$ cat src/hdl/adc_fmt_defines.vh
/*
 Register offsets, field positions and reset values for the converter result
 formatting and window compare block. Assumes a 32-bit AXI4-Lite register bus.
*/
`ifndef ADC_FMT_DEFINES_VH
`define ADC_FMT_DEFINES_VH
`define OFF_RESULT_HIGH 12'h000
`define OFF_RESULT_LOW 12'h004
`define OFF_UPPER_HIGH 12'h008
`define OFF_UPPER_LOW 12'h00c
`define OFF_LOWER_HIGH 12'h010
`define OFF_LOWER_LOW 12'h014
`define OFF_CONTROL 12'h018
`define CTL_JUSTIFY_BIT 0
`define CTL_WIN_BIT 1
`define RST_LIMIT 8'h00
`define RST_RESULT 8'h00
`define RESP_OKAY 2'b00
`define RESP_SLVERR 2'b10
`endif

$ cat src/hdl/adc_result_format_window.v
/*
 Result formatting and window compare back end of a 12-bit SAR converter,
 with an AXI4-Lite register slave. Assumes the analog core delivers one raw
 code with a one-cycle done strobe, on the same clock.
*/
`timescale 1ns/1ps
`default_nettype none
`include "adc_fmt_defines.vh"
// Operation
// - Justify clear: bits 11..8 in high byte low nibble, 7..0 low byte.
// - Right justified upper nibble: sign copies if differential, else zeros.
// - Justify set: result left justified, low byte low nibble zero.
// - Codes unsigned for single-ended, two's complement for differential.
// - Every result compared against limits in hardware, flag set on match.
// - Flag readable by software and available as an interrupt request.
// - Less-than above greater-than marks inside; swapped marks outside.
module adc_result_format_window #(
   parameter RES_W = 12
) (
   // Clock and reset
   input wire sys_clk_in,
   input wire resetn_in,
   // Converter core
   input wire [RES_W-1:0] conv_code_in,
   input wire conv_done_in,
   input wire differential_in,
   // Window flag request
   output wire window_irq_out,
   // AXI4-Lite write address
   input wire [11:0] s_axi_awaddr_in,
   input wire s_axi_awvalid_in,
   output wire s_axi_awready_out,
   // AXI4-Lite write data
   input wire [31:0] s_axi_wdata_in,
   input wire [3:0] s_axi_wstrb_in,
   input wire s_axi_wvalid_in,
   output wire s_axi_wready_out,
   // AXI4-Lite write response
   output wire [1:0] s_axi_bresp_out,
   output wire s_axi_bvalid_out,
   input wire s_axi_bready_in,
   // AXI4-Lite read address
   input wire [11:0] s_axi_araddr_in,
   input wire s_axi_arvalid_in,
   output wire s_axi_arready_out,
   // AXI4-Lite read data
   output wire [31:0] s_axi_rdata_out,
   output wire [1:0] s_axi_rresp_out,
   output wire s_axi_rvalid_out,
   input wire s_axi_rready_in
);
   reg [7:0] result_high_byte_ff;
   reg [7:0] result_low_byte_ff;
   reg [7:0] upper_limit_high_byte_ff;
   reg [7:0] upper_limit_low_byte_ff;
   reg [7:0] lower_limit_high_byte_ff;
   reg [7:0] lower_limit_low_byte_ff;
   reg left_justify_select_ff;
   reg window_compare_flag_ff;
   reg nxt_window_compare_flag;
   reg aw_held_ff;
   reg [11:0] aw_addr_ff;
   reg w_held_ff;
   reg [31:0] w_data_ff;
   reg [3:0] w_strb_ff;
   reg bvalid_ff;
   reg [1:0] bresp_ff;
   reg rvalid_ff;
   reg [31:0] rdata_ff;
   reg [1:0] rresp_ff;
   wire [15:0] fmt_word;
   wire [15:0] gt_limit;
   wire [15:0] lt_limit;
   reg win_hit;
   reg above_gt;
   reg below_lt;
   reg lt_over_gt;
   wire do_write;
   wire wr_known;
   wire rd_known;
   wire flag_clear;

   // Decode shared by the read and write paths
   function known_offset;
      input [11:0] addr;
      begin
         case (addr)
            `OFF_RESULT_HIGH, `OFF_RESULT_LOW, `OFF_UPPER_HIGH, `OFF_UPPER_LOW,
            `OFF_LOWER_HIGH, `OFF_LOWER_LOW, `OFF_CONTROL: known_offset = 1'b1;
            default: known_offset = 1'b0;
         endcase
      end
   endfunction

   result_formatter #(
      .RES_W(RES_W)
   ) u_fmt (
      .raw_in(conv_code_in),
      .differential_in(differential_in),
      .left_justify_in(left_justify_select_ff),
      .word_out(fmt_word)
   );

   assign gt_limit = {upper_limit_high_byte_ff, upper_limit_low_byte_ff};
   assign lt_limit = {lower_limit_high_byte_ff, lower_limit_low_byte_ff};

   // Justified word compared, so limits are written in the same justification
   always @* begin
      if (differential_in) begin
         above_gt = $signed(fmt_word) > $signed(gt_limit);
         below_lt = $signed(fmt_word) < $signed(lt_limit);
         lt_over_gt = $signed(lt_limit) > $signed(gt_limit);
      end else begin
         above_gt = fmt_word > gt_limit;
         below_lt = fmt_word < lt_limit;
         lt_over_gt = lt_limit > gt_limit;
      end
      if (lt_over_gt) begin
         win_hit = above_gt & below_lt;
      end else begin
         win_hit = above_gt | below_lt;
      end
   end

   // Write channels may arrive in either order; each is held until both are in
   assign s_axi_awready_out = ~aw_held_ff & ~bvalid_ff;
   assign s_axi_wready_out = ~w_held_ff & ~bvalid_ff;
   assign do_write = aw_held_ff & w_held_ff & ~bvalid_ff;
   assign wr_known = known_offset(aw_addr_ff);
   assign flag_clear = do_write & (aw_addr_ff == `OFF_CONTROL) & w_strb_ff[0] &
                       ~w_data_ff[`CTL_WIN_BIT];

   always @(posedge sys_clk_in or negedge resetn_in) begin
      if (!resetn_in) begin
         aw_held_ff <= 1'b0;
         aw_addr_ff <= 12'h000;
         w_held_ff <= 1'b0;
         w_data_ff <= 32'h00000000;
         w_strb_ff <= 4'h0;
         bvalid_ff <= 1'b0;
         bresp_ff <= `RESP_OKAY;
      end else begin
         if (s_axi_awvalid_in && s_axi_awready_out) begin
            aw_held_ff <= 1'b1;
            aw_addr_ff <= s_axi_awaddr_in;
         end
         if (s_axi_wvalid_in && s_axi_wready_out) begin
            w_held_ff <= 1'b1;
            w_data_ff <= s_axi_wdata_in;
            w_strb_ff <= s_axi_wstrb_in;
         end
         if (do_write) begin
            aw_held_ff <= 1'b0;
            w_held_ff <= 1'b0;
            bvalid_ff <= 1'b1;
            bresp_ff <= wr_known ? `RESP_OKAY : `RESP_SLVERR;
         end else if (bvalid_ff && s_axi_bready_in) begin
            bvalid_ff <= 1'b0;
         end
      end
   end

   // Register stores; result bytes are read only
   always @(posedge sys_clk_in or negedge resetn_in) begin
      if (!resetn_in) begin
         upper_limit_high_byte_ff <= `RST_LIMIT;
         upper_limit_low_byte_ff <= `RST_LIMIT;
         lower_limit_high_byte_ff <= `RST_LIMIT;
         lower_limit_low_byte_ff <= `RST_LIMIT;
         left_justify_select_ff <= 1'b0;
      end else if (do_write && w_strb_ff[0]) begin
         case (aw_addr_ff)
            `OFF_UPPER_HIGH: upper_limit_high_byte_ff <= w_data_ff[7:0];
            `OFF_UPPER_LOW: upper_limit_low_byte_ff <= w_data_ff[7:0];
            `OFF_LOWER_HIGH: lower_limit_high_byte_ff <= w_data_ff[7:0];
            `OFF_LOWER_LOW: lower_limit_low_byte_ff <= w_data_ff[7:0];
            `OFF_CONTROL: left_justify_select_ff <= w_data_ff[`CTL_JUSTIFY_BIT];
            default: left_justify_select_ff <= left_justify_select_ff;
         endcase
      end
   end

   // Next flag value; a hit in the clear cycle wins so no event is lost
   always @* begin
      nxt_window_compare_flag = window_compare_flag_ff;
      if (flag_clear) begin
         nxt_window_compare_flag = 1'b0;
      end
      if (conv_done_in && win_hit) begin
         nxt_window_compare_flag = 1'b1;
      end
   end

   // Result capture and window flag
   always @(posedge sys_clk_in or negedge resetn_in) begin
      if (!resetn_in) begin
         result_high_byte_ff <= `RST_RESULT;
         result_low_byte_ff <= `RST_RESULT;
         window_compare_flag_ff <= 1'b0;
      end else begin
         if (conv_done_in) begin
            result_high_byte_ff <= fmt_word[15:8];
            result_low_byte_ff <= fmt_word[7:0];
         end
         window_compare_flag_ff <= nxt_window_compare_flag;
      end
   end

   assign window_irq_out = window_compare_flag_ff;

   // Read channel: one read at a time, data registered
   assign s_axi_arready_out = ~rvalid_ff;
   assign rd_known = known_offset(s_axi_araddr_in);

   always @(posedge sys_clk_in or negedge resetn_in) begin
      if (!resetn_in) begin
         rvalid_ff <= 1'b0;
         rdata_ff <= 32'h00000000;
         rresp_ff <= `RESP_OKAY;
      end else if (s_axi_arvalid_in && s_axi_arready_out) begin
         rvalid_ff <= 1'b1;
         rresp_ff <= rd_known ? `RESP_OKAY : `RESP_SLVERR;
         case (s_axi_araddr_in)
            `OFF_RESULT_HIGH: rdata_ff <= {24'h000000, result_high_byte_ff};
            `OFF_RESULT_LOW: rdata_ff <= {24'h000000, result_low_byte_ff};
            `OFF_UPPER_HIGH: rdata_ff <= {24'h000000, upper_limit_high_byte_ff};
            `OFF_UPPER_LOW: rdata_ff <= {24'h000000, upper_limit_low_byte_ff};
            `OFF_LOWER_HIGH: rdata_ff <= {24'h000000, lower_limit_high_byte_ff};
            `OFF_LOWER_LOW: rdata_ff <= {24'h000000, lower_limit_low_byte_ff};
            `OFF_CONTROL: rdata_ff <= {30'h00000000, window_compare_flag_ff,
                                       left_justify_select_ff};
            default: rdata_ff <= 32'h00000000;
         endcase
      end else if (rvalid_ff && s_axi_rready_in) begin
         rvalid_ff <= 1'b0;
      end
   end

   assign s_axi_bvalid_out = bvalid_ff;
   assign s_axi_bresp_out = bresp_ff;
   assign s_axi_rvalid_out = rvalid_ff;
   assign s_axi_rdata_out = rdata_ff;
   assign s_axi_rresp_out = rresp_ff;
endmodule // adc_result_format_window
`default_nettype wire

$ cat src/hdl/result_formatter.v
/*
 Formats a raw converter code into the 16-bit data word.
 Assumes the raw code is stable while the done strobe is high.
*/
`timescale 1ns/1ps
`default_nettype none
module result_formatter #(
   parameter RES_W = 12
) (
   // Raw code and mode
   input wire [RES_W-1:0] raw_in,
   input wire differential_in,
   input wire left_justify_in,
   // Formatted word
   output reg [15:0] word_out
);
   always @* begin
      if (left_justify_in) begin
         // Low nibble forced to zero
         word_out = {raw_in, {(16-RES_W){1'b0}}};
      end else if (differential_in) begin
         // Sign copies make the word a two's-complement value
         word_out = {{(16-RES_W){raw_in[RES_W-1]}}, raw_in};
      end else begin
         word_out = {{(16-RES_W){1'b0}}, raw_in};
      end
   end
endmodule // result_formatter
`default_nettype wire

$ cat config.mk
export PLATFORM = sky130hd
export DESIGN_NAME = adc_result_format_window
export DESIGN_NICKNAME = d
export VERILOG_FILES = /design/src/hdl/adc_result_format_window.v /design/src/hdl/result_formatter.v
export VERILOG_INCLUDE_DIRS = /design/src /design/src/hdl
export SDC_FILE = /design/constraint.sdc
export NUM_CORES = 1
export LEC_CHECK = 0
export BUFFER_PORTS_ARGS = -buffer_cell sky130_fd_sc_hd__clkbuf_2
export CELL_PAD_IN_SITES_DETAIL_PLACEMENT = 1
export CELL_PAD_IN_SITES_GLOBAL_PLACEMENT = 2
export CORE_AREA = 2 2 114 138
export DETAILED_ROUTE_END_ITERATION = 8
export DIE_AREA = 0 0 116 140
export HOLD_SLACK_MARGIN = 0.02
export PLACE_DENSITY_LB_ADDON = 0.1
export SLEW_MARGIN = 20
export SYNTH_ARGS = -nofsm -noshare
export SYNTH_HDL_FRONTEND = slang
export SYNTH_HIERARCHICAL = 1
export SYNTH_SLANG_ARGS = --single-unit
$ cat constraint.sdc
create_clock -name sys_clk_in -period 4.8 [get_ports sys_clk_in]
set_input_delay 0.24 -clock sys_clk_in [delete_from_list [all_inputs] [get_ports sys_clk_in]]
set_output_delay 0.24 -clock sys_clk_in [all_outputs]
set_load 0.01 [all_outputs]
==> summary.md, run 1 <==
| Metric | Value |
|---|---|
| Outcome | finished clean |
| Initial antenna violation count | 0 |
| Worst path required time | 5.01 ns |
| Total vias in the final route | 3978 |
| Main synth FF type | dfrtp_1 |
| Number of diodes | 0 |
| Period utilisation layout | 0.684 |
| Detailed Route WL | 14800 um |
| Final WS setup | between 1.5 and 2 ns |
| Fillers | 1723 |
| H-tree levels | 3 |
| CTS Buf Count | 9 |
| Clock power frac | 0.357 |
| Minimum clock period | 3.28 ns |
| CTS max path bufs | 2 |
| GRT Residual Overflow | 0 |
| Drt wl/cell | 18.8 um |
| R2r startpoint | left_justify_select_ff |
| Final antenna-violating net count | 0 |
| DIE AREA | 16200 um2 |
| Largest net degree at the start of global routing | 57 |
| CP Capture Type | flop |
| Startpoint Class | flop |
| Worst path cell trace | mux2_2 -> ha_1 -> nand4_1 -> or3_1 -> a211oi_1 -> o32a_1 -> o221ai_1 -> o221ai_2 -> nand3_1 |
| Ranking of synthesized cells by area | dfrtp_1, mux2_2, ha_1 |
| Max Fclk | 305 MHz |
| Ys async rst share | 1.00 |
| Clock Sink Count | 85 |
| Final hold vios | 0 |
| Std cell rows | 49 |
| Vias per cell | 5.05 |
| Reg-to-reg setup timing slack | 1.52 ns |
| Worst ir drop on vdd | 0.000230 V |
| Port Buffer Count | 69 |
| Post-Syn Instances | 515 |
| Post-CTS Resized | 0 |
| Clock root buffer | clkbuf_16 |
| Layout area overhead | 14.2% |
| GPL Wtd Cong | 0.802 |
| Pwr dens | between 300 and 400 nW/um2 |
| Cell with the most instances after synthesis | dfrtp_1 |
| Vias in the first global route | 4168 |
| Register area share after synthesis | 0.403 |
| Final setup viols | 0 |
| Worst Hold Path EP | s_axi_bvalid_out |
| Die H | approximately 140 um |
| Post-layout util | 0.406 |
| R2r endpoint | window_irq_out |
| Clk_lat worst skew | 0.35 ns |
| Max-slew violations | 0 |
| Critical path type | flop to flop |
| Pre-CTS setup slack | 1.52 ns |
| Nets@finish | 706 |
| CP Data Arrival Time | 3.49 ns |
| Final setup TNS | 0 ns |
| Maxcap violations | 0 |
| Ys Warns | 6 |
| Worst slew margin | 0.306 |
| Min-Delay Path Class | primary input to flop |
| Initial cell density of the core | 0.355 |
| Yosys top cell by area | dfrtp_1 |
| IO Count | 123 |
| #FFs+latches synth | between 80 and 90 |
| Hold Slack | 0.0726 ns |
| Min-Delay Path Depth | 2 |
| CTS tree | yes |
| Gate power share | 0.189 |
| Cell Int Power | 1.51 mW |
| Worst hold start | s_axi_bready_in |
| Post-synth cell types | 56 |
| EDFF count, synth | 0 |
| DR iter-0 viols | 223 |
| Critical path's largest stage delay | 0.77 ns |
| Sequential power share | 0.454 |
| CP Max Fanout | 19 |
| Sw Pwr | between 0.6 and 0.7 mW |
| First-pass GRT wire length | 23600 um |
| Most instantiated cells after synthesis | dfrtp_1, nand2_1, mux2_2, ha_1, o21ai_0 |
| Core ar. | 14800 um2 |
| Crit path from | left_justify_select_ff |
| Share of cells above drive strength 1 | 0.269 |
| Worst reg2reg path depth | 9 |
| Synthesized area | 5270 um2 |
| Final HPWL from detailed placement | around 12000 um |
| Avg Cell Area, Syn | slightly above 10 um2 |
| LEAKAGE | 2.74 nW |
| Layout Skew | between 0.007 and 0.008 ns |
| Die W | between 100 and 150 um |
| Post-synth top area share | 0.403 |
| Drt pass-1 iters | 5 |
| Total GRT Usage | 0.195 |
| DRC Markers | 0 |
| Clk slew on worst S/H paths | 0.07 ns |
| Switch share | 0.290 |
| Unrepaired setup endpoints after global routing | false |
| Worst slew pin tran | 1.03 ns |
| Crit-path slowest cell | dfrtp_1 |
## final cells by class
class | count | area (um2) | area share
sequential | 85 | 2130 | 0.353
clock inverter | 6 | 86.3 | 0.0143
clock buffer | 10 | 239 | 0.0397
tap | 204 | 255 | 0.0424
inverter | 38 | 143 | 0.0237
multi-input combinational | 373 | 2810 | 0.466
timing repair buffer | 71 | 365 | 0.0607
## worst max path at each step
| stage | endpoint | slack (ns) | cells after the start |
|---|---|---|---|
| 2_1_floorplan | window_irq_out | 2.28 | 11 |
| 3_3_place_gp | window_irq_out | 1.55 | 9 |
| 3_5_place_dp | window_irq_out | 1.52 | 9 |
| 4_1_cts | window_irq_out | 1.50 | 9 |
| 5_1_grt | window_irq_out | 1.31 | 10 |
| 6_report | window_irq_out | 1.52 | 9 |
## flip-flops by register name, summed over array words and instances, names as in the netlist, 8 cells and up
| register | flops |
|---|---|
| result_high_byte_ff | 8 |
| lower_limit_low_byte_ff | 8 |
| lower_limit_high_byte_ff | 8 |
| upper_limit_high_byte_ff | 8 |
| result_low_byte_ff | 8 |
| s_axi_rdata_out | 8 |
| upper_limit_low_byte_ff | 8 |
| aw_addr_ff | 12 |
| w_data_ff | 8 |
## power by group through the flow
stage | Clock [mW] | Sequential [mW] | Combinational [mW]
floorplan | 0 | 0.932 | 0.323
global placement | 0 | 0.976 | 0.395
detailed placement | 0 | 0.983 | 0.410
CTS | 0.783 | 0.971 | 0.413
global route | 0.814 | 0.994 | 0.455
finish | 0.760 | 0.968 | 0.402
## metrics by stage
| step | area, um2 | total power [mW] | std cells |
|---|---|---|---|
| 6_report | 6020 | 2.13 | 787 |
| 3_5_place_dp | 5690 | 1.39 | 770 |
| 2_1_floorplan | 5370 | 1.25 | 540 |
| 3_3_place_gp | 5690 | 1.37 | 770 |
| 4_1_cts | 6020 | 2.17 | 787 |
| 5_1_grt | 6020 | 2.26 | 787 |
## cells by family (layout without fill, tap and decap cells)
group                    after synthesis  after routing  synth area share
XOR/XNOR                               1              1           0.00166
buffers and inverters                 82            125            0.0819
flip-flops                            85             85             0.403
AND/OR/NAND/NOR                      132            132             0.129
adder cells (fa/ha/maj)               47             47             0.112
multiplexers                          69             69             0.155
other                                  1             26          0.000711
AO/OA/AOI/OAI                         98             98             0.117
## routing by layer
layer	routed length (um)	global-route usage	up-vias
met2	7420	0.336	100
met1	6580	0.250	1954
met5	0	0	-
met3	640	0.0350	11
li1	-	-	1913
met4	181	0.0501	0
## worst max-delay path, delay by kind of cell, from the launching register on
family	cells	cell delay (ns)
AOI/OAI and AO/OA	4	0.91
DFF	1	0.77
and+or+nand+nor	3	0.67
muxes	1	0.47
adders and majority gates	1	0.31
## cell usage in the layout, fill, tap and decap left out, drive strengths merged, types with 2 or more instances in the layout
cell type  instances
a211oi             3
a21o               6
a21oi             18
a222oi             4
a22o               2
a31oi              3
and2               2
and2b              4
buf                2
bufinv             2
clkbuf            78
clkinv             3
conb              26
dfrtp             85
ha                47
inv               38
mux2              55
mux2i             10
mux4               4
nand2             60
nand3             15
nand3b             2
nand4              6
nor2              16
nor2b              5
nor3               9
nor4               3
o211ai             2
o21a               6
o21ai             40
o221ai             4
o31ai              4
## timing repair
item                       in CTS  in global routing
hold buffers                    1                  0
setup endpoints to repair       0                  0
buffers inserted                0                  0
hold endpoints to repair       29                  0
(Power assumes the default switching activity.)
==> run 2: changes to the inputs <==
Settings changed: CORE_AREA 2 2 114 138 to 2 2 123 148, DIE_AREA 0 0 116 140 to 0 0 125 150.
Clock period 4.8 ns to 3 ns, I/O delays scaled along.
==> run 2 against run 1 <==
  * Design area rose by 2.1%
  * Die area up 15%
  * Cell count is 4.2% higher
  * Power grew 58%
  * Register-to-register slack got worse by 1.3 ns
  * Maximum frequency increased by 18%
  * Combinational power rose by 65%
  * Critical path type unchanged
  * Critical endpoint unchanged
==> summary.md, run 2 (synthesis gave the netlist of run 1 again) <==
| Metric | Value |
|---|---|
| Gate power share | 0.197 |
| Non-Filler Instances | around 800 |
| Max-slew violations | 0 |
| Worst ir drop on vdd | 0.000243 V |
| Die H | 150 um |
| CTS max path bufs | 2 |
| Period utilisation layout | 0.929 |
| IO Count | 123 |
| Clk slew on worst S/H paths | 0.07 ns |
| Min-Delay Path Class | primary input to flop |
| GRT Residual Overflow | 0 |
| Clock root buffer | clkbuf_16 |
| Maxcap violations | 0 |
| Minimum clock period | 2.79 ns |
| Outcome | finished clean |
| Std cell rows | 53 |
| Crit-path most repeated cell | buf_4 |
| CP Max Fanout | 6 |
| Vias per cell | 4.99 |
| CP Data Arrival Time | 3.00 ns |
| Largest net degree at the start of global routing | 42 |
| Most frequent cells in the layout | dfrtp_1, clkbuf_2, nand2_1 |
| Worst slew pin tran | 0.703 ns |
| Number of diodes | 0 |
| Worst path required time | ~3.2 ns |
| CP Capture Type | flop |
| Layout area overhead | 16.6% |
| Startpoint Class | flop |
| DR iter-0 viols | 156 |
| Initial cell density of the core | 0.303 |
| Share of cells above drive strength 1 | 0.280 |
| First-pass GRT wire length | 25700 um |
| Detailed Route WL | 16100 um |
| Clock Sink Count | 85 |
| Layout Skew | 0.0106 ns |
| Total GRT Usage | 0.183 |
| H-tree levels | 3 |
| Worst slew margin | 0.531 |
| Clk_lat worst skew | 0.35 ns |
| GPL Wtd Cong | 0.852 |
| Final hold vios | 0 |
| Pre-CTS setup slack | 0.269 ns |
| Total vias in the final route | ~4000 |
| Vias in the first global route | around 4400 |
| Post-CTS Resized | 0 |
| Initial antenna violation count | 0 |
| Final setup viols | 0 |
| Max reg flops | 12 |
| Crit-path slowest cell | or3_1 |
| Final HPWL from detailed placement | 13000 um |
| PnR Total Power | approximately 3.4 mW |
| Final WS setup | ~0.21 ns |
| Clock power frac | 0.341 |
| Final antenna-violating net count | 0 |
| Post-layout util | 0.354 |
| Drt pass-1 iters | 5 |
| Cells after DPL | 800 |
| Drt wl/cell | 19.7 um |
| Sw Pwr | between 1 and 1.5 mW |
| DRC Markers | 0 |
| Port Buffer Count | 69 |
| Critical path's largest stage delay | roughly 0.4 ns |
| LEAKAGE | ~2.8 nW |
| CTS Buf Count | 9 |
| Critical path type | flop to flop |
| Cell Int Power | 2.35 mW |
| Fillers | 1987 |
| Die W | approximately 130 um |
| Commonest non-fill, non-tap cell in the layout | dfrtp_1 |
| Max Fclk | 359 MHz |
| DIE AREA | 18800 um2 |
| Unrepaired setup endpoints after global routing | false |
| Final setup TNS | 0 ns |
| Worst path cell trace | buf_4 -> buf_4 -> o21a_1 -> ha_1 -> nand4_1 -> or3_1 -> a211oi_1 -> o32a_1 -> o221ai_1 -> o221ai_2 -> nand3_1 |
| Switch share | 0.302 |
| Nets@finish | 723 |
| Pwr dens | 548 nW/um2 |
| Register with the most flip-flops | aw_addr_ff |
| Sequential power share | 0.462 |
| Core ar. | 17400 um2 |
| CTS tree | yes |
[run 2: cell count changes in the layout (fill, tap and decap cells not counted), sizes merged]
cell         before  now
buf               2   16
clkbuf           78   81
dlygate4sd3       1    4
clkinv            3    1
bufinv            2    1
clkinvlp          1    0
inv              38   39
[run 2: area by class of cell]
class,instances,area (um2),share of cell area
timing repair buffer,88,500,0.0814
clock inverter,3,43.8,0.00712
tap,220,275,0.0448
clock buffer,13,250,0.0407
inverter,38,143,0.0232
multi-input combinational,373,2810,0.457
sequential,85,2130,0.346
[run 2: routing by layer]
layer  track usage  up-vias  part of all wire
li1              -     1939                 -
met1         0.232     2018              0.45
met2         0.309      111              0.48
met3        0.0261       26             0.035
met4        0.0839        0             0.031
met5             0        -                 0
[run 2: worst paths after layout]
kind | start | end | slack (ns) | depth (start not counted)
min reg2reg | s_axi_rdata_out[7] | s_axi_rdata_out[7] | 0.48 | 2
max | left_justify_select_ff | window_irq_out | 0.21 | 11
max reg2reg | left_justify_select_ff | window_irq_out | 0.21 | 11
min in group asynchronous | resetn_in | s_axi_rresp_out[1] | 0.33 | 2
min | s_axi_awaddr_in[11] | aw_addr_ff[11] | 0.03 | 2
max in group asynchronous | resetn_in | w_data_ff[2] | 1.89 | 3
[run 2: what timing repair did]
| item | 4_1_cts | 5_1_grt |
|---|---|---|
| buffers inserted | 0 | 0 |
| endpoints found under the hold margin | 42 | 0 |
| hold buffers | 4 | 0 |
[run 2: critical path, delay by kind of cell (launching register included)]
family,cells,cell delay [ns]
AOI/OAI and AO/OA,5,0.97
and+or+nand+nor,3,0.63
DFF,1,0.39
adders and majority gates,1,0.34
buffers and inverters,2,0.30
[run 2: power by group through the flow]
stage / Sequential (mW) / Clock, mW / Combinational (mW)
2_1_floorplan: 1.49 / 0 / 0.516
3_3_place_gp: 1.57 / 0 / 0.651
3_5_place_dp: 1.58 / 0 / 0.670
4_1_cts: 1.56 / 1.19 / 0.678
5_1_grt: 1.60 / 1.24 / 0.743
6_report: 1.56 / 1.15 / 0.665
[run 2: per-stage QoR]
step | instance area, um2 | hold WS, ns
after floorplan | 5370 | -0.146
final | 6150 | 0.0322
after global placement | 5810 | 0.179
after detailed placement | 5810 | 0.183
after CTS | 6150 | 0.0211
after global routing | 6150 | 0.0295
